==> src/design/srl_cfg.svh <==
// Constants for the set-reset latch block: register offsets, fields, timing.
// Assumes a 20 MHz CLK and an 8-bit register port.
`ifndef SRL_CFG_SVH
`define SRL_CFG_SVH

`define SRL_ADDR_W 4
`define SRL_OFS_CONTROL 4'h0
`define SRL_OFS_SOURCES 4'h1
`define SRL_BIT_LEN 7
`define SRL_BIT_DIV_HI 6
`define SRL_BIT_DIV_LO 4
`define SRL_BIT_QEN 3
`define SRL_BIT_NQEN 2
`define SRL_BIT_PS 1
`define SRL_BIT_PR 0
`define SRL_RST_CONTROL 8'h00
`define SRL_RST_SOURCES 8'h00
`define SRL_CTRL_RD_MASK 8'hFC
`define SRL_DIV_MIN_LOG2 2
`define SRL_DIV_W 9
`define SRL_PULSE_CYC 2'h2
`define SRL_PULSE_LAST 2'h1
`define SRL_EXT_CMP_A 0
`define SRL_EXT_CMP_B 1
`define SRL_EXT_PIN 2
`define SRL_EXT_N 3

`endif

==> src/design/srl_pkg.sv <==
// Types of the set-reset latch block.
// Assumes srl_cfg.svh is on the include path.
`default_nettype none
package srl_pkg;
    typedef struct packed {
        logic pin_set_enable;
        logic clock_set_enable;
        logic cmp_b_set_enable;
        logic cmp_a_set_enable;
        logic pin_reset_enable;
        logic clock_reset_enable;
        logic cmp_b_reset_enable;
        logic cmp_a_reset_enable;
    } srl_src_s;
    typedef logic [2:0] srl_div_t;
endpackage
`default_nettype wire

==> src/design/srl_latch.sv <==
// Set-reset latch block with software pulses, source enables and pins.
// Assumes comparator outputs and the input pin are asynchronous to CLK.
//
// Added by the designer: the plain strobed port and the address map.
`include "srl_cfg.svh"
`default_nettype none
module srl_latch
    import srl_pkg::*;
(
    input wire logic CLK,
    input wire logic SYS_RST,
    input wire logic [`SRL_ADDR_W-1:0] ADDR,
    input wire logic [7:0] WDATA,
    input wire logic WR,
    input wire logic RD,
    output logic [7:0] RDATA,
    input wire logic CMP_A_OUT,
    input wire logic CMP_B_OUT,
    input wire logic LATCH_INPUT_PIN,
    output logic LATCH_TRUE_OUT_PIN,
    output logic LATCH_TRUE_OUT_OE,
    output logic LATCH_INVERTED_OUT_PIN,
    output logic LATCH_INVERTED_OUT_OE,
    output logic LATCH_Q
);
    logic latch_enable_r;
    srl_div_t pulse_divider_select_r;
    logic true_output_pin_enable_r;
    logic inverted_output_pin_enable_r;
    srl_src_s src_r;
    logic [1:0] set_cnt_r;
    logic [1:0] rst_cnt_r;
    logic [`SRL_EXT_N-1:0] ext_in;
    logic [`SRL_EXT_N-1:0] ext_meta_r;
    logic [`SRL_EXT_N-1:0] ext_sync_r;
    logic cmp_a_sync;
    logic cmp_b_sync;
    logic pin_sync;
    logic divided_pulse_train;
    logic set_in;
    logic reset_in;
    logic q_r;
    logic q_nxt;
    logic wr_ctrl;
    logic wr_src;
    localparam logic [7:0] ctrl_rst = `SRL_RST_CONTROL;

    // Register select, shared by the write and read decoders
    function automatic logic reg_hit(input logic [`SRL_ADDR_W-1:0] a,
            input logic [`SRL_ADDR_W-1:0] ofs);
        return a == ofs;
    endfunction

    assign wr_ctrl = WR && reg_hit(ADDR, `SRL_OFS_CONTROL);
    assign wr_src = WR && reg_hit(ADDR, `SRL_OFS_SOURCES);

    srl_pulser u_pulser (
        .clk(CLK),
        .rst(SYS_RST),
        .div_sel(pulse_divider_select_r),
        .pulse_r(divided_pulse_train)
    );

    // Control register
    always_ff @(posedge CLK) begin
        if (SYS_RST) begin
            {latch_enable_r, pulse_divider_select_r,
             true_output_pin_enable_r, inverted_output_pin_enable_r} <=
                ctrl_rst[`SRL_BIT_LEN:`SRL_BIT_NQEN];
        end else if (wr_ctrl) begin
            latch_enable_r <= WDATA[`SRL_BIT_LEN];
            pulse_divider_select_r <=
                WDATA[`SRL_BIT_DIV_HI:`SRL_BIT_DIV_LO];
            true_output_pin_enable_r <= WDATA[`SRL_BIT_QEN];
            inverted_output_pin_enable_r <= WDATA[`SRL_BIT_NQEN];
        end
    end

    // Source enable register
    always_ff @(posedge CLK) begin
        if (SYS_RST) begin
            src_r <= `SRL_RST_SOURCES;
        end else if (wr_src) begin
            src_r <= WDATA;
        end
    end

    // Software set pulse: two clocks from the write; writing zero is ignored
    always_ff @(posedge CLK) begin
        if (SYS_RST) begin
            set_cnt_r <= 2'h0;
        end else if (wr_ctrl && WDATA[`SRL_BIT_PS]) begin
            set_cnt_r <= `SRL_PULSE_CYC;
        end else if (set_cnt_r != 2'h0) begin
            set_cnt_r <= set_cnt_r - `SRL_PULSE_LAST;
        end
    end

    // Software reset pulse
    always_ff @(posedge CLK) begin
        if (SYS_RST) begin
            rst_cnt_r <= 2'h0;
        end else if (wr_ctrl && WDATA[`SRL_BIT_PR]) begin
            rst_cnt_r <= `SRL_PULSE_CYC;
        end else if (rst_cnt_r != 2'h0) begin
            rst_cnt_r <= rst_cnt_r - `SRL_PULSE_LAST;
        end
    end

    // Two-stage synchronisers for external inputs
    assign ext_in = {LATCH_INPUT_PIN, CMP_B_OUT, CMP_A_OUT};
    for (genvar gi = 0; gi < `SRL_EXT_N; gi++) begin : g_sync
        always_ff @(posedge CLK) begin
            ext_meta_r[gi] <= ext_in[gi];
            ext_sync_r[gi] <= ext_meta_r[gi];
        end
    end
    assign cmp_a_sync = ext_sync_r[`SRL_EXT_CMP_A];
    assign cmp_b_sync = ext_sync_r[`SRL_EXT_CMP_B];
    assign pin_sync = ext_sync_r[`SRL_EXT_PIN];

    // Active-high OR of enabled sources
    always_comb begin
        set_in = (set_cnt_r != 2'h0)
            || (src_r.pin_set_enable && pin_sync)
            || (src_r.clock_set_enable && divided_pulse_train)
            || (src_r.cmp_b_set_enable && cmp_b_sync)
            || (src_r.cmp_a_set_enable && cmp_a_sync);
        reset_in = (rst_cnt_r != 2'h0)
            || (src_r.pin_reset_enable && pin_sync)
            || (src_r.clock_reset_enable && divided_pulse_train)
            || (src_r.cmp_b_reset_enable && cmp_b_sync)
            || (src_r.cmp_a_reset_enable && cmp_a_sync);
        if (reset_in) begin
            q_nxt = 1'b0;
        end else if (set_in) begin
            q_nxt = 1'b1;
        end else begin
            q_nxt = q_r;
        end
    end

    // Latch state is not touched by SYS_RST; it follows its inputs only while latch_enable_r is set
    always_ff @(posedge CLK) begin
        if (latch_enable_r) begin
            q_r <= q_nxt;
        end
    end

    // Pin drivers
    always_ff @(posedge CLK) begin
        if (SYS_RST) begin
            LATCH_TRUE_OUT_OE <= 1'b0;
            LATCH_INVERTED_OUT_OE <= 1'b0;
        end else begin
            LATCH_TRUE_OUT_OE <= true_output_pin_enable_r;
            LATCH_INVERTED_OUT_OE <= inverted_output_pin_enable_r;
        end
    end

    always_ff @(posedge CLK) begin
        LATCH_Q <= q_r;
        LATCH_TRUE_OUT_PIN <= q_r;
        LATCH_INVERTED_OUT_PIN <= ~q_r;
    end

    // Read port; pulse bits always read zero
    always_ff @(posedge CLK) begin
        if (SYS_RST) begin
            RDATA <= 8'h00;
        end else if (RD && reg_hit(ADDR, `SRL_OFS_CONTROL)) begin
            RDATA <= {latch_enable_r, pulse_divider_select_r,
                      true_output_pin_enable_r,
                      inverted_output_pin_enable_r, 2'h0}
                     & `SRL_CTRL_RD_MASK;
        end else if (RD && reg_hit(ADDR, `SRL_OFS_SOURCES)) begin
            RDATA <= src_r;
        end else begin
            RDATA <= 8'h00;
        end
    end
endmodule
`default_nettype wire

==> src/design/srl_pulser.sv <==
// Divided pulse generator: a two-clock pulse once per selected period.
// Assumes CLK is the peripheral clock and SYS_RST is synchronous.
`include "srl_cfg.svh"
`default_nettype none
module srl_pulser
    import srl_pkg::*;
(
    input wire logic clk,
    input wire logic rst,
    input wire srl_div_t div_sel,
    output logic pulse_r
);
    logic [`SRL_DIV_W-1:0] cnt_r;
    logic [`SRL_DIV_W-1:0] last;

    // Period is 2^(code+2) cycles, count wraps at period-1
    assign last = `SRL_DIV_W'((1 << (div_sel + `SRL_DIV_MIN_LOG2)) - 1);

    always_ff @(posedge clk) begin
        if (rst || cnt_r >= last) begin
            cnt_r <= '0;
        end else begin
            cnt_r <= cnt_r + `SRL_DIV_W'(1);
        end
    end

    // High in the first two cycles of each period
    always_ff @(posedge clk) begin
        if (rst) begin
            pulse_r <= 1'b0;
        end else begin
            pulse_r <= (cnt_r >= last) || (cnt_r == '0);
        end
    end
endmodule
`default_nettype wire

==> config.mk <==
export PLATFORM = sky130hd
export DESIGN_NAME = srl_latch
export DESIGN_NICKNAME = d
export VERILOG_FILES = /design/src/design/srl_pkg.sv /design/src/design/srl_latch.sv /design/src/design/srl_pulser.sv
export VERILOG_INCLUDE_DIRS = /design/src /design/src/design
export SDC_FILE = /design/constraint.sdc
export NUM_CORES = 1
export LEC_CHECK = 0
export ABC_AREA = 1
export BUFFER_PORTS_ARGS = -buffer_cell sky130_fd_sc_hd__buf_2
export CAP_MARGIN = 20
export CORE_MARGIN = 2
export CORE_UTILIZATION = 45
export CTS_CLUSTER_DIAMETER = 150
export DETAILED_ROUTE_END_ITERATION = 7
export PLACE_DENSITY = 0.65
export RECOVER_POWER = 50
export SETUP_SLACK_MARGIN = 0.15
export SYNTH_ARGS = -nofsm -noshare
export SYNTH_HDL_FRONTEND = slang
export SYNTH_HIERARCHICAL = 1
export SYNTH_SLANG_ARGS = --single-unit
export TNS_END_PERCENT = 5
==> constraint.sdc <==
create_clock -name CLK -period 5.6 [get_ports CLK]
set_clock_uncertainty 0.1 [all_clocks]
set_input_delay 0.28 -clock CLK [delete_from_list [all_inputs] [get_ports CLK]]
set_output_delay 0.28 -clock CLK [all_outputs]
set_load 0.05 [all_outputs]
==> metrics, run 1 <==
status=complete, no violations; GPL Wtd Cong=between 0.7 and 0.8; pwr/cell area=approximately 260 nW/µm²; final instance area=about 2600 µm²; Fin. Hold Viols=0; crit-path leading delay family=simple AND/OR/NAND/NOR gates; syn nets=335; Area contributors post-synth=dfxtp_1, nand2_1, ha_1; min cycle time layout=~2.9 ns; Max Fclk=0.348 GHz; worst hold path class=in -> reg; CTS Buf Count=5; dpl hpwl=3100 µm; Slew @ Worst Pin=0.812 ns; CTS tree=built; EDFF count, synth=1; antenna violations before repair=0; CTS-repair resized insts=0; post-synth top area cell=dfxtp_1; RSZ-0062 raised after global routing=false; Max Cap Viol=0; Routed Antenna Nets=0; Post-route DRC=0; layout cells sized above 1=0.152; Layout Area Growth over Synthesis=12.3%; first-pass GRT wire length=7030 µm; TNS Setup=0 ns; CP max-delay cell=dfxtp_1; share of the synthesized area in the top cell type=0.404; grt ovf=0; post-synthesis cell area=2280 µm²; H-tree level count=2; Cells after Synth=298; Ant. Diodes=0; CP endpoint kind=flip-flop; Vias/cell=approximately 4.4; die width=75.2 µm; Synth Flop Type=dfxtp_1; final WL=4130 µm; crit path from=pulse_divider_select_r[1]; router iterations before antenna repair=4; Reg-to-Reg Start=pulse_divider_select_r[1]; routed via count=1755; WL/cell=slightly above 10 µm; wl on met1=2190 µm; Slew Viols, Final=0; # setup viols final=0; Crit Path Class=reg -> reg; vias in the first global route=1602; Post-DP Area=between 2000 and 2500 µm²; crit-path max cell delay=0.52 ns; Clock Pin Slew Worst Setup and Hold Paths=approximately 0.090 ns; worst rel slew slack=0.458; Power Total=0.000669 W; # IOs=32; chip height=75.2 µm; Hold Path Origin=WDATA[7]; CTS sink count=47; WL met3=147 µm; port buffer count=31; Die ar.=5660 µm²; DR top layer=met4; Clock Root Buffer=clkbuf_8; Critical Path AT=3.00 ns; CP bufs+invs=1; met2 WL=1760 µm; Clock Latency Late Sink=0.29 ns; fraction of registers with async set/reset=0; GRT Util Overall=0.163; Initial DRC Count=90; CP required=roughly 5.7 ns; Layout Utilization=0.532; Final period util=0.513; register area share after synthesis=0.417; initial core utilization=0.474; flops & latches, synth=47; worst vdd ir=0.000133 V; Avg Inst Size Synth=7.66 µm²; commonest cells in the netlist=nand2_1, nor2_1, dfxtp_1; Startpoint Class=flip-flop; nets=371; Max FO, Critical Path=9; Core Area=4820 µm²; CP Cell Sequence=inv_2 -> ha_1 -> nor2_1 -> nand3_1 -> ha_1 -> o21ai_0 -> xnor2_1 -> ha_1 -> nand2_1 -> nor2_1 -> nand2_1 -> nand2_1 -> nor2_4 -> nand4_4 -> nor2_1; CTS Buffer Depth=2; Site Rows=25; top-count cell post-synth=nand2_1; Leak=roughly 1.3 nW; Filler Cells Inserted=500; Netlist cell types=25; synth warn=6; largest net degree at the start of global routing=29
[layout make-up]
type / count / area [µm²] / area share
multi-input combinational: 208 / 1100 / 0.431
timing repair buffer: 34 / 183 / 0.0713
clock buffer: 6 / 82.6 / 0.0322
clock inverter: 2 / 16.3 / 0.00634
inverter: 38 / 143 / 0.0556
tap: 67 / 83.8 / 0.0327
sequential: 47 / 951 / 0.371
[path summary, 6_finish.rpt]
path	endpoint	slack [ns]	depth (start not counted)
max	u_pulser/cnt_r[2]	2.73	15
min	latch_enable_r	0.12	3
min reg2reg	pin_sync	0.23	0
max reg2reg	u_pulser/cnt_r[2]	2.73	15
[through the flow]
| stage | setup slack (ns) | instances | hold WS (ns) |
|---|---|---|---|
| after floorplan | 2.99 | 298 | 0.208 |
| after global placement | 2.81 | 391 | 0.214 |
| after detailed placement | 2.73 | 391 | 0.212 |
| after CTS | 2.71 | 402 | 0.113 |
| after global routing | 2.48 | 402 | 0.102 |
| final | 2.73 | 402 | 0.120 |
[cell families (layout without fill, tap and decap cells)]
family	count (synthesis)	after routing	synth area share
AO/OA/AOI/OAI	5	5	0.0110
XOR/XNOR	10	10	0.0384
adder cells (fa/ha/maj)	18	18	0.0987
buffers and inverters	43	80	0.0839
flip-flops	47	47	0.417
AND/OR/NAND/NOR	175	175	0.351
[sequential cells by signal, summed over array words and instances (netlist names), 2 cells and up]
signal	flops
u_pulser/cnt_r	9
ext_meta_r	3
RDATA	8
set_cnt_r	2
pulse_divider_select_r	3
src_r	8
rst_cnt_r	2
[power by group]
group          leakage (nW)  internal, W  switching [W]
sequential            0.384     0.000350      0.0000160
combinational         0.856    0.0000384      0.0000539
clock                0.0474     0.000101       0.000110
[routing by layer]
metal  GRT usage  vias up
li1            -      980
met1       0.235      744
met2       0.248       27
met3      0.0321        4
met4      0.0468        0
met5           0        -
[placed cells by master (no fill, tap or decap)]
| master | netlist | routed |
|---|---|---|
| nor2_1 | 58 | 60 |
| inv_1 | 35 | 36 |
| nor2_4 | 4 | 3 |
| nand2_1 | 77 | 77 |
| inv_2 | 2 | 1 |
| nand2_2 | 1 | 1 |
| dlygate4sd3_1 | 0 | 3 |
| nand3_1 | 17 | 19 |
| nand3_2 | 3 | 3 |
| clkinv_4 | 0 | 1 |
| clkbuf_1 | 0 | 2 |
| xnor2_1 | 4 | 4 |
| nor3_1 | 2 | 2 |
| nand4_1 | 4 | 4 |
| clkinvlp_4 | 0 | 1 |
| dfxtp_1 | 46 | 46 |
| buf_2 | 1 | 29 |
| clkbuf_8 | 1 | 6 |
| nor2_2 | 6 | 5 |
| ha_1 | 18 | 18 |
| clkinv_1 | 1 | 1 |
| o21ai_0 | 1 | 1 |
| nand4_4 | 1 | 1 |
| a21oi_1 | 4 | 4 |
| edfxtp_1 | 1 | 1 |
| xor2_1 | 6 | 6 |
[repair_timing]
action	CTS	global route
endpoints found under the hold margin	3	0
hold buffers	3	0
setup buffers	0	0
[worst register-to-register path, stage by stage, from the launching register on]
cell     delay, ns
dfxtp_1       0.52
inv_2         0.11
ha_1          0.35
nor2_1        0.14
nand3_1       0.09
ha_1          0.23
o21ai_0       0.21
xnor2_1       0.15
ha_1          0.26
nand2_1       0.08
nor2_1        0.06
nand2_1       0.06
nand2_1       0.08
nor2_4        0.11
nand4_4       0.15
nor2_1        0.13
No activity file was read; power rests on OpenSTA's default activity.
==> run 2: changes to the inputs <==
- clock period: 5.6 -> 2.75 ns (I/O delays scaled with it)
==> run 2 against run 1 <==
First-iteration DRC count up 14%. Combinational power up 140%. Global-route usage up 1.6 points. Sequential power up 100%. Count of clock-buffer cells in the layout up 1. Critical endpoint is now u_pulser/cnt_r[8]. Largest cell class unchanged. Largest power group unchanged.
==> metrics, run 2 (synthesis gave the netlist of run 1 again) <==
status=complete, no violations; Max Fclk=about 0.40 GHz; TNS Setup=0 ns; Clock power frac=0.303; Fin. Hold Viols=0; GRT Util Overall=0.179; antenna violations before repair=0; # IOs=32; Max FO, Critical Path=6; Slew Viols, Final=0; Layout Area Growth over Synthesis=22.6%; Slew @ Worst Pin=0.574 ns; WL/cell=11.0 µm; Net Sw Frac=0.271; final WL=4600 µm; RSZ-0062 raised after global routing=true; first-pass GRT wire length=7620 µm; Clock Latency Late Sink=around 0.30 ns; nets=386; most frequent cells in the layout=nand2_1, nor2_1, dfxtp_1; worst vdd ir=approximately 0.00027 V; number of flip-flops in the largest register=9; GPL Wtd Cong=0.766; Layout Utilization=0.581; CP required=roughly 2.9 ns; worst hold path class=in -> reg; Post-route DRC=0; P_int=0.00101 W; initial core utilization=0.474; Routed Antenna Nets=0; Reg power frac=0.536; Final period util=0.910; chip height=75.2 µm; Vias/cell=4.46; H-tree level count=2; Sw Pwr=0.000376 W; vias in the first global route=1679; final worst slack=0.247 ns; layout cells sized above 1=0.226; Ant. Diodes=0; die width=75.2 µm; CP endpoint kind=flip-flop; largest net degree at the start of global routing=29; grt ovf=0; Leak=1.37 nW; Critical Path AT=2.64 ns; Largest regs=u_pulser/cnt_r (9), RDATA (8), src_r (8); Max Cap Viol=0; Die ar.=5660 µm²; Post-DP Area=2490 µm²; worst rel slew slack=0.616; logic gate share of total power=0.161; port buffer count=31; CTS Buffer Depth=2; Crit Path Class=reg -> reg; CTS tree=built; pwr/cell area=between 400 and 500 nW/µm²; CTS Buf Count=5; pre-CTS setup slack=approximately 0.036 ns; routed via count=around 1900; router iterations before antenna repair=4; Clock Root Buffer=clkbuf_8; Startpoint Class=flip-flop; # setup viols final=0; dpl hpwl=3110 µm; Initial DRC Count=~100; Site Rows=25; min cycle time layout=2.50 ns; Core Area=4820 µm²; CTS sink count=47; Biggest register=u_pulser/cnt_r; final instance area=~2800 µm²; Clock Pin Slew Worst Setup and Hold Paths=around 0.08 ns; commonest non-fill, non-tap cell in the layout=nand2_1
[run 2: cell count changes in the layout (fill, tap and decap cells not counted), sizes merged]
cell         before  now
dlygate4sd3       3   10
buf              29   38
nand4             5    6
clkbuf            8    7
clkinvlp          1    0
[run 2: area by class of cell]
cell class | count | area, µm²
clock buffers | 7 | 86.3
clock inverters | 1 | 5.00
fillers | 465 | 2020
inverters | 38 | 148
multi-input cells | 209 | 1210
flip-flops and latches | 47 | 956
well taps | 67 | 83.8
repair buffers | 48 | 312
[run 2: power by group through the flow]
stage	Combinational [W]	Clock, W	Sequential (W)
3_5_place_dp	0.000192	0	0.000761
4_1_cts	0.000219	0.000431	0.000744
3_3_place_gp	0.000191	0	0.000761
6_report	0.000223	0.000421	0.000745
2_1_floorplan	0.000144	0	0.000756
5_1_grt	0.000256	0.000465	0.000751
[run 2: worst max-delay path, cell delays in order (launching register included)]
cell and delay (ns):
dfxtp_4 0.38, buf_6 0.13, ha_2 0.18, inv_1 0.07, nand3_2 0.11, ha_4 0.20, o21ai_4 0.18, xnor2_2 0.07
ha_1 0.32, nand2_2 0.09, nor2_2 0.04, nand2_1 0.08, nand2_2 0.06, nor2_4 0.15, nand4_4 0.15, nor2_2 0.13
[run 2: per-stage QoR]
| step | hold WS [ns] | cells | total power (W) |
|---|---|---|---|
| floorplan | 0.0652 | 298 | 0.000900 |
| global placement | 0.141 | 393 | 0.000952 |
| detailed placement | 0.141 | 393 | 0.000953 |
| CTS | 0.00675 | 413 | 0.00139 |
| global route | 0.0223 | 417 | 0.00147 |
| finish | 0.00917 | 417 | 0.00139 |
[run 2: what timing repair did]
item / 4_1_cts / 5_1_grt
endpoints found under the setup margin: 10 / 10
pin swaps: 2 / 13
buffers inserted: 1 / 4
endpoints found under the hold margin: 14 / 0
hold buffers: 10 / 0
resized for setup: 5 / 22
gates cloned: 1 / 0
[run 2: metal layers]
layer | wire length [µm] | GRT usage
met1 | 2330 | 0.243
met2 | 2030 | 0.276
met3 | 179 | 0.0442
met4 | 65 | 0.0663
met5 | 0 | 0
[run 2: worst paths after layout]
check	startpoint	to	slack (ns)	cells after the start
max	pulse_divider_select_r[1]	u_pulser/cnt_r[8]	0.25	15
min	WDATA[1]	src_r[1]	0.009	3
max reg2reg	pulse_divider_select_r[1]	u_pulser/cnt_r[8]	0.25	15
min reg2reg	ext_meta_r[2]	pin_sync	0.23	0
